<file path="src/design/usb_in_ep_regs.svh">
`ifndef USB_IN_EP_REGS_SVH
`define USB_IN_EP_REGS_SVH

// ************************************************************
// register indices (byte address is four times the index)
// ************************************************************
`define IDX_ISO_UPD_CTL 8'h01
`define IDX_INDEX 8'h0e
`define IDX_IN_LOW 8'h11
`define IDX_IN_HIGH 8'h12
`define IDX_TOGGLE_STAT 8'h13
`define IDX_FIFO_DATA 8'h20

// ************************************************************
// in_endpoint_control_low fields
// ************************************************************
`define LOW_PKT_LOADED 0
`define LOW_FIFO_NOT_EMPTY 1
`define LOW_UNDERRUN 2
`define LOW_FLUSH 3
`define LOW_SEND_HALT 4
`define LOW_HALT_SENT 5
`define LOW_CLEAR_TOGGLE 6
`define LOW_RESET 8'h00

// ************************************************************
// in_endpoint_control_high fields
// ************************************************************
`define HIGH_FORCE_TOGGLE 3
`define HIGH_SPLIT 2
`define HIGH_DIR_SEL 5
`define HIGH_ISO 6
`define HIGH_DBUF 7

// ************************************************************
// misc
// ************************************************************
`define ISO_UPD_BIT 7
`define EP_FIRST 2'd1
`define EP_LAST 2'd3
`define SLOTS_SINGLE 2'd1
`define SLOTS_DOUBLE 2'd2

`endif

</file>
<file path="src/design/usb_in_ep_pkg.sv">
package usb_in_ep_pkg;
`include "usb_in_ep_regs.svh"

	typedef enum logic [1:0] {RESP_DATA, RESP_ZLP, RESP_NAK, RESP_STALL} resp_kind_t;
	typedef enum logic {LINK_IDLE, LINK_WAIT_HS} link_state_t;

	// link side carriers
	typedef struct packed {logic valid; logic [1:0] ep;} token_t;
	typedef struct packed {logic valid; logic ack;} handshake_t;
	typedef struct packed {logic valid; resp_kind_t kind; logic toggle; logic [1:0] ep;} resp_t;
	typedef struct packed {logic en; logic [1:0] ep; logic [7:0] data;} fifo_wr_t;

	// per endpoint state
	typedef struct packed {logic dbuf; logic iso; logic dir_sel; logic force_tog; logic split;} ep_cfg_t;
	typedef struct packed
	{
		logic send_halt;
		logic halt_sent;
		logic underrun;
		logic toggle;
		logic flush_busy;
		logic has_data;
	} ep_ctl_t;
	typedef struct packed {logic [1:0] cnt; logic [1:0] zlp; logic held;} slot_state_t;
	typedef struct packed {logic pready; logic pslverr; logic [31:0] prdata;} apb_state_t;

	// endpoint packet capacity
	function automatic logic [1:0] slot_cap(input ep_cfg_t c);
		slot_cap = c.dbuf ? `SLOTS_DOUBLE : `SLOTS_SINGLE;
	endfunction : slot_cap

	// endpoint serves the in direction
	function automatic logic in_capable(input ep_cfg_t c);
		in_capable = c.split | c.dir_sel;
	endfunction : in_capable

	// byte address of a register index
	function automatic logic [11:0] byte_addr(input logic [7:0] idx);
		byte_addr = {2'b00, idx, 2'b00};
	endfunction : byte_addr
endpackage : usb_in_ep_pkg

</file>
<file path="src/design/apb_reg_port.sv">
`timescale 1ns/1ns
`default_nettype none
module apb_reg_port
	import usb_in_ep_pkg::*;
(
	// clock and reset
	input wire logic pclk,
	input wire logic presetn,
	// apb side
	input wire logic psel,
	input wire logic penable,
	input wire logic pwrite,
	output logic pready,
	output logic pslverr,
	output logic [31:0] prdata,
	// register file side
	input wire logic hit,
	input wire logic [31:0] rdata,
	output logic wr_stb
);
	apb_state_t st_ff, nxt_st;

	// one wait state: answer registered so outputs come from flops
	always_comb
	begin
		nxt_st = st_ff;
		nxt_st.pready = 1'b0;
		if (psel && penable && !st_ff.pready)
		begin
			nxt_st.pready = 1'b1;
			nxt_st.pslverr = !hit;
			nxt_st.prdata = hit ? rdata : 32'h0000_0000;
		end
	end

	always_ff @(posedge pclk or negedge presetn)
	begin
		if (!presetn)
			st_ff <= '0;
		else
			st_ff <= nxt_st;
	end

	// write lands on the completing edge only
	assign wr_stb = psel && penable && st_ff.pready && pwrite && !st_ff.pslverr;
	assign pready = st_ff.pready;
	assign pslverr = st_ff.pslverr;
	assign prdata = st_ff.prdata;
endmodule : apb_reg_port
`default_nettype wire

</file>
<file path="src/design/in_pkt_slots.sv">
`timescale 1ns/1ns
`default_nettype none
`include "usb_in_ep_regs.svh"
module in_pkt_slots
	import usb_in_ep_pkg::*;
(
	// clock and reset
	input wire logic pclk,
	input wire logic presetn,
	// requests
	input wire logic push,
	input wire logic push_zlp,
	input wire logic push_hold,
	input wire logic pop,
	input wire logic clear_all,
	input wire logic sof,
	// state
	output logic [1:0] cnt,
	output logic head_zlp,
	output logic held
);
	slot_state_t st_ff, nxt_st;

	// head of queue at zlp[0]; held marks the newest packet
	always_comb
	begin
		nxt_st = st_ff;
		if (sof)
			nxt_st.held = 1'b0;
		if (clear_all)
			nxt_st = '0;
		else
		begin
			if (pop && st_ff.cnt != 2'd0)
			begin
				nxt_st.zlp = {1'b0, st_ff.zlp[1]};
				nxt_st.cnt = st_ff.cnt - 2'd1;
				if (nxt_st.cnt == 2'd0)
					nxt_st.held = 1'b0;
			end
			if (push && nxt_st.cnt != `SLOTS_DOUBLE)
			begin
				nxt_st.zlp[nxt_st.cnt[0]] = push_zlp;
				nxt_st.cnt = nxt_st.cnt + 2'd1;
				nxt_st.held = push_hold;
			end
		end
	end

	always_ff @(posedge pclk or negedge presetn)
	begin
		if (!presetn)
			st_ff <= '0;
		else
			st_ff <= nxt_st;
	end

	assign cnt = st_ff.cnt;
	assign head_zlp = st_ff.zlp[0];
	assign held = st_ff.held;
endmodule : in_pkt_slots
`default_nettype wire

</file>
<file path="src/design/usb_in_endpoint_control.sv">
// Function
// - index register selects visible endpoint register set
// - split serves both directions, else one
// - iso bit picks isochronous or bulk/interrupt
// - interrupt on delivery, nonempty flush, stall
// - loaded packet sent on in token, interrupt
// - loaded without data sends zero length packet
// - send halt answers stall, not in iso
// - stall sets flag, flushes, clears loaded, interrupts
// - double buffer clears loaded flag without interrupt
// - force toggle flips on every queued packet sent, else on ack
// - iso without packet sends zlp, underrun
// - bulk nak sets underrun, software clears
// - iso update holds packet until next sof
// - clear toggle zeroes toggle, reads zero
// - flush drops one packet, self clears
// - fifo not empty reflects packet count
// - bit seven reads zero, reset zero
// - double buffer enable bit controls buffering
// - split gives upper half to in
// - unsplit direction select chooses in or out
`timescale 1ns/1ns
`default_nettype none
`include "usb_in_ep_regs.svh"
module usb_in_endpoint_control
	import usb_in_ep_pkg::*;
(
	// clock and reset
	input wire logic pclk,
	input wire logic presetn,
	// apb register bus
	input wire logic psel,
	input wire logic penable,
	input wire logic pwrite,
	input wire logic [11:0] paddr,
	input wire logic [31:0] pwdata,
	output logic pready,
	output logic pslverr,
	output logic [31:0] prdata,
	// serial engine side
	input wire token_t in_token,
	input wire handshake_t hs_in,
	input wire logic sof,
	output resp_t resp,
	// packet memory write port
	output fifo_wr_t fifo_wr,
	// endpoint interrupt pulses
	output logic [3:1] ep_irq
);
	// ************************************************************
	// state
	// ************************************************************
	typedef struct packed
	{
		logic [1:0] index;
		logic iso_upd;
		ep_cfg_t [3:1] cfg;
		ep_ctl_t [3:1] ctl;
		link_state_t link;
		logic [1:0] wait_ep;
		resp_t resp;
		fifo_wr_t fw;
		logic [3:1] irq;
	} top_state_t;

	top_state_t st_ff, nxt_st;
	logic wr_stb;
	logic hit;
	logic [31:0] rdata;
	logic [3:1] push, push_zlp, push_hold, pop, clear_all, head_zlp, held;
	logic [1:0] cnt [3:1];
	logic sel_ok;
	logic [7:0] low_rd;

	// ************************************************************
	// submodules
	// ************************************************************
	apb_reg_port u_apb
	(
		.pclk(pclk),
		.presetn(presetn),
		.psel(psel),
		.penable(penable),
		.pwrite(pwrite),
		.pready(pready),
		.pslverr(pslverr),
		.prdata(prdata),
		.hit(hit),
		.rdata(rdata),
		.wr_stb(wr_stb)
	);

	// one packet queue per endpoint, packet data itself lives outside
	for (genvar e = 1; e <= 3; e++)
	begin : g_slots
		in_pkt_slots u_slots
		(
			.pclk(pclk),
			.presetn(presetn),
			.push(push[e]),
			.push_zlp(push_zlp[e]),
			.push_hold(push_hold[e]),
			.pop(pop[e]),
			.clear_all(clear_all[e]),
			.sof(sof),
			.cnt(cnt[e]),
			.head_zlp(head_zlp[e]),
			.held(held[e])
		);
	end

	// ************************************************************
	// register read decode
	// ************************************************************
	// only the indexed endpoint is visible
	assign sel_ok = st_ff.index >= `EP_FIRST && st_ff.index <= `EP_LAST;

	always_comb
	begin
		low_rd = `LOW_RESET;
		if (sel_ok)
		begin
			// loaded flag drops while a slot is still open
			// held packet reads as not loaded until sof
			low_rd[`LOW_PKT_LOADED] = cnt[st_ff.index] == slot_cap(st_ff.cfg[st_ff.index]) && !held[st_ff.index];
			// not empty while any packet queued
			low_rd[`LOW_FIFO_NOT_EMPTY] = cnt[st_ff.index] != 2'd0;
			low_rd[`LOW_UNDERRUN] = st_ff.ctl[st_ff.index].underrun;
			low_rd[`LOW_FLUSH] = st_ff.ctl[st_ff.index].flush_busy;
			low_rd[`LOW_SEND_HALT] = st_ff.ctl[st_ff.index].send_halt;
			low_rd[`LOW_HALT_SENT] = st_ff.ctl[st_ff.index].halt_sent;
		end
	end

	// clear toggle and bit seven read as zero via default
	always_comb
	begin
		hit = 1'b1;
		rdata = 32'h0000_0000;
		unique case (paddr)
			byte_addr(`IDX_INDEX): rdata[1:0] = st_ff.index;
			byte_addr(`IDX_ISO_UPD_CTL): rdata[`ISO_UPD_BIT] = st_ff.iso_upd;
			byte_addr(`IDX_IN_LOW): rdata[7:0] = low_rd;
			byte_addr(`IDX_IN_HIGH):
				if (sel_ok)
				begin
					rdata[`HIGH_DBUF] = st_ff.cfg[st_ff.index].dbuf;
					rdata[`HIGH_ISO] = st_ff.cfg[st_ff.index].iso;
					rdata[`HIGH_DIR_SEL] = st_ff.cfg[st_ff.index].dir_sel;
					rdata[`HIGH_FORCE_TOGGLE] = st_ff.cfg[st_ff.index].force_tog;
					rdata[`HIGH_SPLIT] = st_ff.cfg[st_ff.index].split;
				end
			byte_addr(`IDX_TOGGLE_STAT): rdata[0] = sel_ok && st_ff.ctl[st_ff.index].toggle;
			byte_addr(`IDX_FIFO_DATA): rdata = 32'h0000_0000;
			default: hit = 1'b0;
		endcase
	end

	// ************************************************************
	// next state: register writes, tokens, handshakes
	// ************************************************************
	always_comb
	begin
		logic [1:0] s;
		logic [1:0] t;
		s = st_ff.index;
		t = in_token.ep;
		nxt_st = st_ff;
		nxt_st.resp.valid = 1'b0;
		nxt_st.fw.en = 1'b0;
		nxt_st.irq = 3'b000;
		push = 3'b000;
		push_zlp = 3'b000;
		push_hold = 3'b000;
		pop = 3'b000;
		clear_all = 3'b000;
		// flush finishes in one cycle
		for (int e = 1; e <= 3; e++)
			nxt_st.ctl[e].flush_busy = 1'b0;

		// software writes; hardware sets below override clears
		if (wr_stb)
		begin
			unique case (paddr)
				byte_addr(`IDX_INDEX): nxt_st.index = pwdata[1:0];
				byte_addr(`IDX_ISO_UPD_CTL): nxt_st.iso_upd = pwdata[`ISO_UPD_BIT];
				byte_addr(`IDX_FIFO_DATA):
					if (sel_ok)
					begin
						nxt_st.fw.en = 1'b1;
						nxt_st.fw.ep = s;
						nxt_st.fw.data = pwdata[7:0];
						nxt_st.ctl[s].has_data = 1'b1;
					end
				byte_addr(`IDX_IN_HIGH):
					if (sel_ok)
					begin
						nxt_st.cfg[s].dbuf = pwdata[`HIGH_DBUF];
						nxt_st.cfg[s].iso = pwdata[`HIGH_ISO];
						nxt_st.cfg[s].dir_sel = pwdata[`HIGH_DIR_SEL];
						nxt_st.cfg[s].force_tog = pwdata[`HIGH_FORCE_TOGGLE];
						nxt_st.cfg[s].split = pwdata[`HIGH_SPLIT];
					end
				byte_addr(`IDX_IN_LOW):
					if (sel_ok)
					begin
						// commit without data queues a zero length packet
						// iso update holds the commit until sof
						if (pwdata[`LOW_PKT_LOADED])
						begin
							push[s] = cnt[s] != slot_cap(st_ff.cfg[s]); // commit into a full queue is dropped
							push_zlp[s] = !st_ff.ctl[s].has_data;
							push_hold[s] = st_ff.cfg[s].iso && st_ff.iso_upd;
							nxt_st.ctl[s].has_data = 1'b0;
						end
						// software sets and ends the halt
						nxt_st.ctl[s].send_halt = pwdata[`LOW_SEND_HALT];
						nxt_st.ctl[s].halt_sent = st_ff.ctl[s].halt_sent && pwdata[`LOW_HALT_SENT];
						nxt_st.ctl[s].underrun = st_ff.ctl[s].underrun && pwdata[`LOW_UNDERRUN];
						if (pwdata[`LOW_CLEAR_TOGGLE])
							nxt_st.ctl[s].toggle = 1'b0;
						// drop one packet; interrupt only if not empty
						if (pwdata[`LOW_FLUSH])
						begin
							nxt_st.ctl[s].flush_busy = 1'b1;
							pop[s] = 1'b1;
							nxt_st.irq[s] = cnt[s] != 2'd0;
						end
					end
				default: ;
			endcase
		end

		// in token from the serial engine
		if (st_ff.link == LINK_IDLE && in_token.valid && t != 2'd0 && in_capable(st_ff.cfg[t]))
		begin
			nxt_st.resp.valid = 1'b1;
			nxt_st.resp.ep = t;
			nxt_st.resp.toggle = st_ff.ctl[t].toggle;
			if (st_ff.cfg[t].iso)
			begin
				if (cnt[t] > {1'b0, held[t]})
				begin
					nxt_st.resp.kind = head_zlp[t] ? RESP_ZLP : RESP_DATA;
					pop[t] = 1'b1;
					nxt_st.irq[t] = 1'b1;
					// no handshake in iso, only forced flips
					if (st_ff.cfg[t].force_tog)
						nxt_st.ctl[t].toggle = !st_ff.ctl[t].toggle;
				end
				else
				begin
					// nothing ready sends zlp and flags underrun
					nxt_st.resp.kind = RESP_ZLP;
					nxt_st.ctl[t].underrun = 1'b1;
				end
			end
			else if (st_ff.ctl[t].send_halt)
			begin
				nxt_st.resp.kind = RESP_STALL;
				nxt_st.ctl[t].halt_sent = 1'b1;
				clear_all[t] = 1'b1;
				nxt_st.irq[t] = 1'b1;
			end
			// send head packet, wait for handshake
			else if (cnt[t] > {1'b0, held[t]})
			begin
				nxt_st.resp.kind = head_zlp[t] ? RESP_ZLP : RESP_DATA;
				nxt_st.link = LINK_WAIT_HS;
				nxt_st.wait_ep = t;
				if (st_ff.cfg[t].force_tog)
					nxt_st.ctl[t].toggle = !st_ff.ctl[t].toggle;
			end
			else
			begin
				nxt_st.resp.kind = RESP_NAK;
				nxt_st.ctl[t].underrun = 1'b1;
			end
		end

		// handshake closes a bulk/interrupt transmission
		if (st_ff.link == LINK_WAIT_HS && hs_in.valid)
		begin
			nxt_st.link = LINK_IDLE;
			// delivery pops the packet and interrupts
			if (hs_in.ack)
			begin
				pop[st_ff.wait_ep] = 1'b1;
				nxt_st.irq[st_ff.wait_ep] = 1'b1;
				// unforced toggle flips on ack only
				if (!st_ff.cfg[st_ff.wait_ep].force_tog)
					nxt_st.ctl[st_ff.wait_ep].toggle = !st_ff.ctl[st_ff.wait_ep].toggle;
			end
		end
	end

	always_ff @(posedge pclk or negedge presetn)
	begin
		if (!presetn)
			st_ff <= '0;
		else
			st_ff <= nxt_st;
	end

	assign resp = st_ff.resp;
	assign fifo_wr = st_ff.fw;
	assign ep_irq = st_ff.irq;

	logic tok_take;
	assign tok_take = st_ff.link == LINK_IDLE && in_token.valid && in_token.ep != 2'd0
		&& in_capable(st_ff.cfg[in_token.ep]);
endmodule : usb_in_endpoint_control
`default_nettype wire

</file>
<file path="config.mk">
export PLATFORM = sky130hd
export DESIGN_NAME = usb_in_endpoint_control
export DESIGN_NICKNAME = d
export VERILOG_FILES = /design/src/design/usb_in_ep_pkg.sv /design/src/design/apb_reg_port.sv /design/src/design/in_pkt_slots.sv /design/src/design/usb_in_endpoint_control.sv
export VERILOG_INCLUDE_DIRS = /design/src /design/src/design
export SDC_FILE = /design/constraint.sdc
export NUM_CORES = 1
export LEC_CHECK = 0
export BUFFER_PORTS_ARGS = -buffer_cell sky130_fd_sc_hd__buf_2
export CAP_MARGIN = 15
export CORE_ASPECT_RATIO = 0.8
export CORE_UTILIZATION = 45
export DETAILED_ROUTE_END_ITERATION = 12
export PLACE_DENSITY = 0.68
export SETUP_SLACK_MARGIN = 0.05
export SLEW_MARGIN = 20
export SYNTH_ARGS = -nofsm -noshare
export SYNTH_HDL_FRONTEND = slang
export SYNTH_HIERARCHICAL = 1
export SYNTH_SLANG_ARGS = --single-unit
</file>
<file path="constraint.sdc">
create_clock -name pclk -period 2.84 [get_ports pclk]
set_input_delay 0.568 -clock pclk [delete_from_list [all_inputs] [get_ports pclk]]
set_output_delay 0.568 -clock pclk [all_outputs]
set_load 0.005 [all_outputs]
</file>
# == Word-level counts from Yosys, hierarchy flattened ==
# Cells that the tools add are included.
# word_totals
in_bits,55
register_bits,108
elab_cells,333
out_inout_bits,54
# classes
addsub,6
bitwise,12
n_eq_ne,13
n_mux,179
reduce_logical,51
order_cmp,15
# op_table
operator,count
$mux 18,18
$bwmux 18,11
$mux 3,42
$demux 6 s2,10
$mux 5,16
$bwmux 15,5
$demux 5 s2,5
$bmux 6 s2,3
$eq 12x7->1 const B,3
$pmux 18 s2,1
$mux 34,1
$bmux 5 s2,3
$logic_and 1x1->1,27
$mux 27,1
$mux 6,4
$mux 11,2
$mux 1,21
$mux 2,10
$mux 19,1
$mux 4,4
$mux 14,1
$reduce_bool 2->1,7
$and 3x3->3,4
$eq 12x3->1 const B,1
32 further kinds,75

# == Depth between registers and ports, before layout ==
# depth
ltp_word,32
ltp_mapped,14

# == Modules after synthesis ==
# Netlist, hierarchy kept.
# by_module_without_submodules
module,cells_per_inst,n_inst,seq_area_each_um2,area_per_inst_um2
usb_in_endpoint_control,344,1,1476.4,3494.6
apb_reg_port,143,1,850.8,1531.5
in_pkt_slots (g_slots[1].u_slots),50,1,125.1,434.2
in_pkt_slots (g_slots[2].u_slots),45,1,125.1,421.7
in_pkt_slots (g_slots[3].u_slots),47,1,125.1,412.9

# == Worst setup path after synthesis ==
# No wires, ideal clock.
# synth_path
path_type,input to register
from,in in_token[0] (netlist name)
to,"reg g_slots[3].u_slots.st_ff, in the netlist g_slots[3].u_slots/head_zlp"
path_slack_ps,-479
n_path_buf,1
arrival_ps,3220
required_time_ps,2741
setup_time_ps,99
cell_stages,13
path_cell_list,buf_2 mux2_2 a22o_1 ha_1 nor2_1 a221oi_2 nor3b_2 a41oi_1 o21ai_0 nor2b_1 o31ai_2 a221oi_1 a311oi_1
# synth_lines
item,line_no,text
from (decl),usb_in_endpoint_control.sv:41,"input wire token_t in_token,"
to (signal assigned),in_pkt_slots.sv:55,st_ff <= nxt_st;
to (decl),in_pkt_slots.sv:22,"slot_state_t st_ff, nxt_st;"

==> qor.txt <==
status -> finished, violations left
failing checks -> setup timing
nets@finish -> 821
Max Freq -> 341 MHz
CP startpoint kind -> input port
leading cell types in the layout, fill and taps excluded -> dfrtp_1 (108), buf_2 (83), nand2_1 (76)
Worst EP arrival -> 3180 ps
Final Max Tran Viols -> 0
post-synth cell types -> 80
Final TNS setup -> -169 ps
drt total wl -> 16.4 mm
Finish-stage setup viols -> 5
number of flops mapped to enable cells by yosys -> 0
die height -> 108 um
VDD IR-drop max -> 0.000315 V
DR WL/cell -> 17.4 um
Setup CP Type -> in2reg
CP cell instances -> buf_2 -> mux2_2 -> a22oi_2 -> ha_4 -> nor2_4 -> a221oi_4 -> nor3b_4 -> a41oi_2 -> o21ai_2 -> buf_4 -> nand2b_4 -> and3_4 -> o21a_1 -> o31a_1
Power, Total -> 3.06 mW
All-Layer GR Usage -> 0.232
non-filler instance count after layout -> 944
drt drc -> 0
port bufs -> 84
DIE AREA -> 14500 um2
num rows -> 38
I/O pins -> 109
largest net degree at the start of global routing -> 46
placed cell count -> 918
most common cell after layout, fill and taps aside -> dfrtp_1
CP max FO -> 8
initial core utilization -> 0.463
top_reg_cell synth -> dfrtp_1
Post-Synth XOR/XNOR Area -> 0.00139
post-cts hold buffer count -> 0
pre-CTS setup slack -> -480 ps
average cell area after synthesis -> 10.0 um2
CP max stage cell -> mux2_2
antenna cells -> 0
clock transition at the registers of the reported paths -> 70 ps
Seq cells post-synth -> 108
Pleak -> 3.66 nW
Simple-Gate Fraction of Synth Area -> 0.174
Synth Warn # -> 6
CTS buffer count -> 9
CP required -> 3090 ps
Longest Clk Path Bufs -> 2
Fillers -> 1209
maximum level of the CTS H-tree -> 3
Seq/Total Area, Yosys -> 0.429
root buffer cell -> clkbuf_16
Rel. slew slack -> 0.544
Syn Inst Count -> 629
Worst-Margin Slew -> 684 ps
mux contribution to synthesized area -> 0.156
layout cell share with drive strength beyond 1 -> 0.357
first-pass GRT wire length -> 25.9 mm
RSZ-0062 raised after global routing -> true
leading area contributor after synthesis -> dfrtp_1
fin util -> 0.564
Final period util -> 1.03
drt first pass iters -> 5
worst-skew pair later-pin latency -> 360 ps
post-synthesis async set-or-reset flop share -> 1.00
vias per inst -> 5.53
initial DRC count -> 354
die width -> 134 um
Post-DRT Antenna Nets -> 0
TritonCTS clock tree -> built
Pwr per Cell Area -> 399 nW/um2
number of global-route vias before repair -> 5052
vias -> 5220
CP peak stage delay -> 350 ps
Worst Clk Skew -> 12.3 ps
GPL Wtd Cong -> 0.882
initial antenna violation count -> 0
Hold/Removal Path Class -> in2async
Adder-Cell Fraction of Synth Area -> 0.0139
final setup margin -> -96.7 ps
Worst setup EP type -> flop
synth top area cells -> dfrtp_1 (43%), mux2_2 (9.1%), mux2i_1 (6.2%)
dpl hpwl -> 12.1 mm
Synth top area share -> 0.429
P&R area growth vs syn -> 21.9%
post-layout min period -> 2940 ps
Max-Cap Viols -> 0
count of final hold-check violations -> 0
main combinational cell family by area after synthesis -> simple AND/OR/NAND/NOR gates
core area -> 13600 um2
Compound-Gate Fraction of Synth Area -> 0.128
gr ovfl total -> 0
clock sinks -> 108
mapped cell area -> 6290 um2
-- power by group --
part,switching [mW],internal (mW),total [mW]
logic,0.158,0.107,0.265
clock network,0.603,0.599,1.20
registers,0.0262,1.57,1.60
total,0.787,2.28,3.06
-- synthesized netlist by cell type, types with 11 or more instances --
master / instances
a21oi_1: 11
a22o_1: 14
buf_2: 11
buf_4: 27
dfrtp_1: 108
inv_1: 54
mux2_2: 51
mux2i_1: 39
nand2_1: 77
nand3_1: 25
nor2_1: 38
-- logic make-up (layout without fill, tap and decap cells) --
group | Yosys count | after routing
and+or+nand+nor | 209 | 209
adders and majority gates | 7 | 7
DFF | 108 | 108
other | 1 | 24
xor gates and xnor gates | 1 | 1
muxes | 91 | 91
buffers and inverters | 110 | 222
AOI/OAI and AO/OA | 102 | 102
-- sequential cells by signal, summed over array words and instances, names as in the netlist --
register and cells:
fifo_wr 11, ep_irq 3, resp 6, st_ff 39, u_apb/pslverr 1, g_slots.u_slots/cnt 6, u_apb/prdata 32, g_slots.u_slots/held 3
g_slots.u_slots/st_ff 3, g_slots.u_slots/head_zlp 3, u_apb/pready 1
-- what timing repair did --
item / CTS / global route
endpoints found under the setup margin: 12 / 14
setup buffers: 5 / 7
pin swaps: 8 / 11
resized for setup: 12 / 19
-- critical path: cells and delay by family --
family | cells | cell delay, ps
adder cells (fa/ha/maj) | 1 | 240
AND/OR/NAND/NOR | 4 | 710
AO/OA/AOI/OAI | 6 | 1000
buffers and inverters | 2 | 310
multiplexers | 1 | 350
-- area by class of cell --
| class | instances | area (um2) | share of cell area |
|---|---|---|---|
| Tap cell | 180 | 225 | 0.0294 |
| Clock buffer | 9 | 225 | 0.0294 |
| Multi-Input combinational cell | 434 | 3310 | 0.431 |
| Inverter | 55 | 206 | 0.0269 |
| Timing Repair Buffer | 151 | 957 | 0.125 |
| Clock inverter | 7 | 50.0 | 0.00652 |
| Sequential cell | 108 | 2700 | 0.352 |
-- per-layer routing --
metal	wire length, um	global-route usage	share of wire	vias up
met3	1070	0.0570	0.065	37
met1	7410	0.316	0.45	2570
met4	386	0.0835	0.024	0
li1	-	-	-	2435
met5	0	0	0	-
met2	7540	0.356	0.46	178
-- final timing paths --
path                                              startpoint                                  end  slack, ps  cells after the start
max                                              in_token[0]  g_slots[3].u_slots/cnt[1]$_DFF_PN0_       -100                     14
min reg2reg                              resp[4]$_DFFE_PN0P_                  resp[4]$_DFFE_PN0P_        470                      2
min                                                  presetn                    resp[5]$_DFF_PN0_        210                      1
max in group asynchronous                            presetn         u_apb/prdata[29]$_DFFE_PN0P_       1900                      2
max reg2reg                g_slots[2].u_slots/held$_DFF_PN0_  g_slots[3].u_slots/cnt[1]$_DFF_PN0_        -80                     13
min in group pclk                                   hs_in[1]                st_ff[22]$_DFFE_PN0P_        400                      2
-- per-stage QoR --
step | hold slack, ps | instance area [um2]
after floorplan | 272 | 6480
after global placement | 462 | 7140
final | 214 | 7670
after global routing | 249 | 7670
after detailed placement | 466 | 7140
after CTS | 233 | 7510
Power figures use the tool's default switching activity.
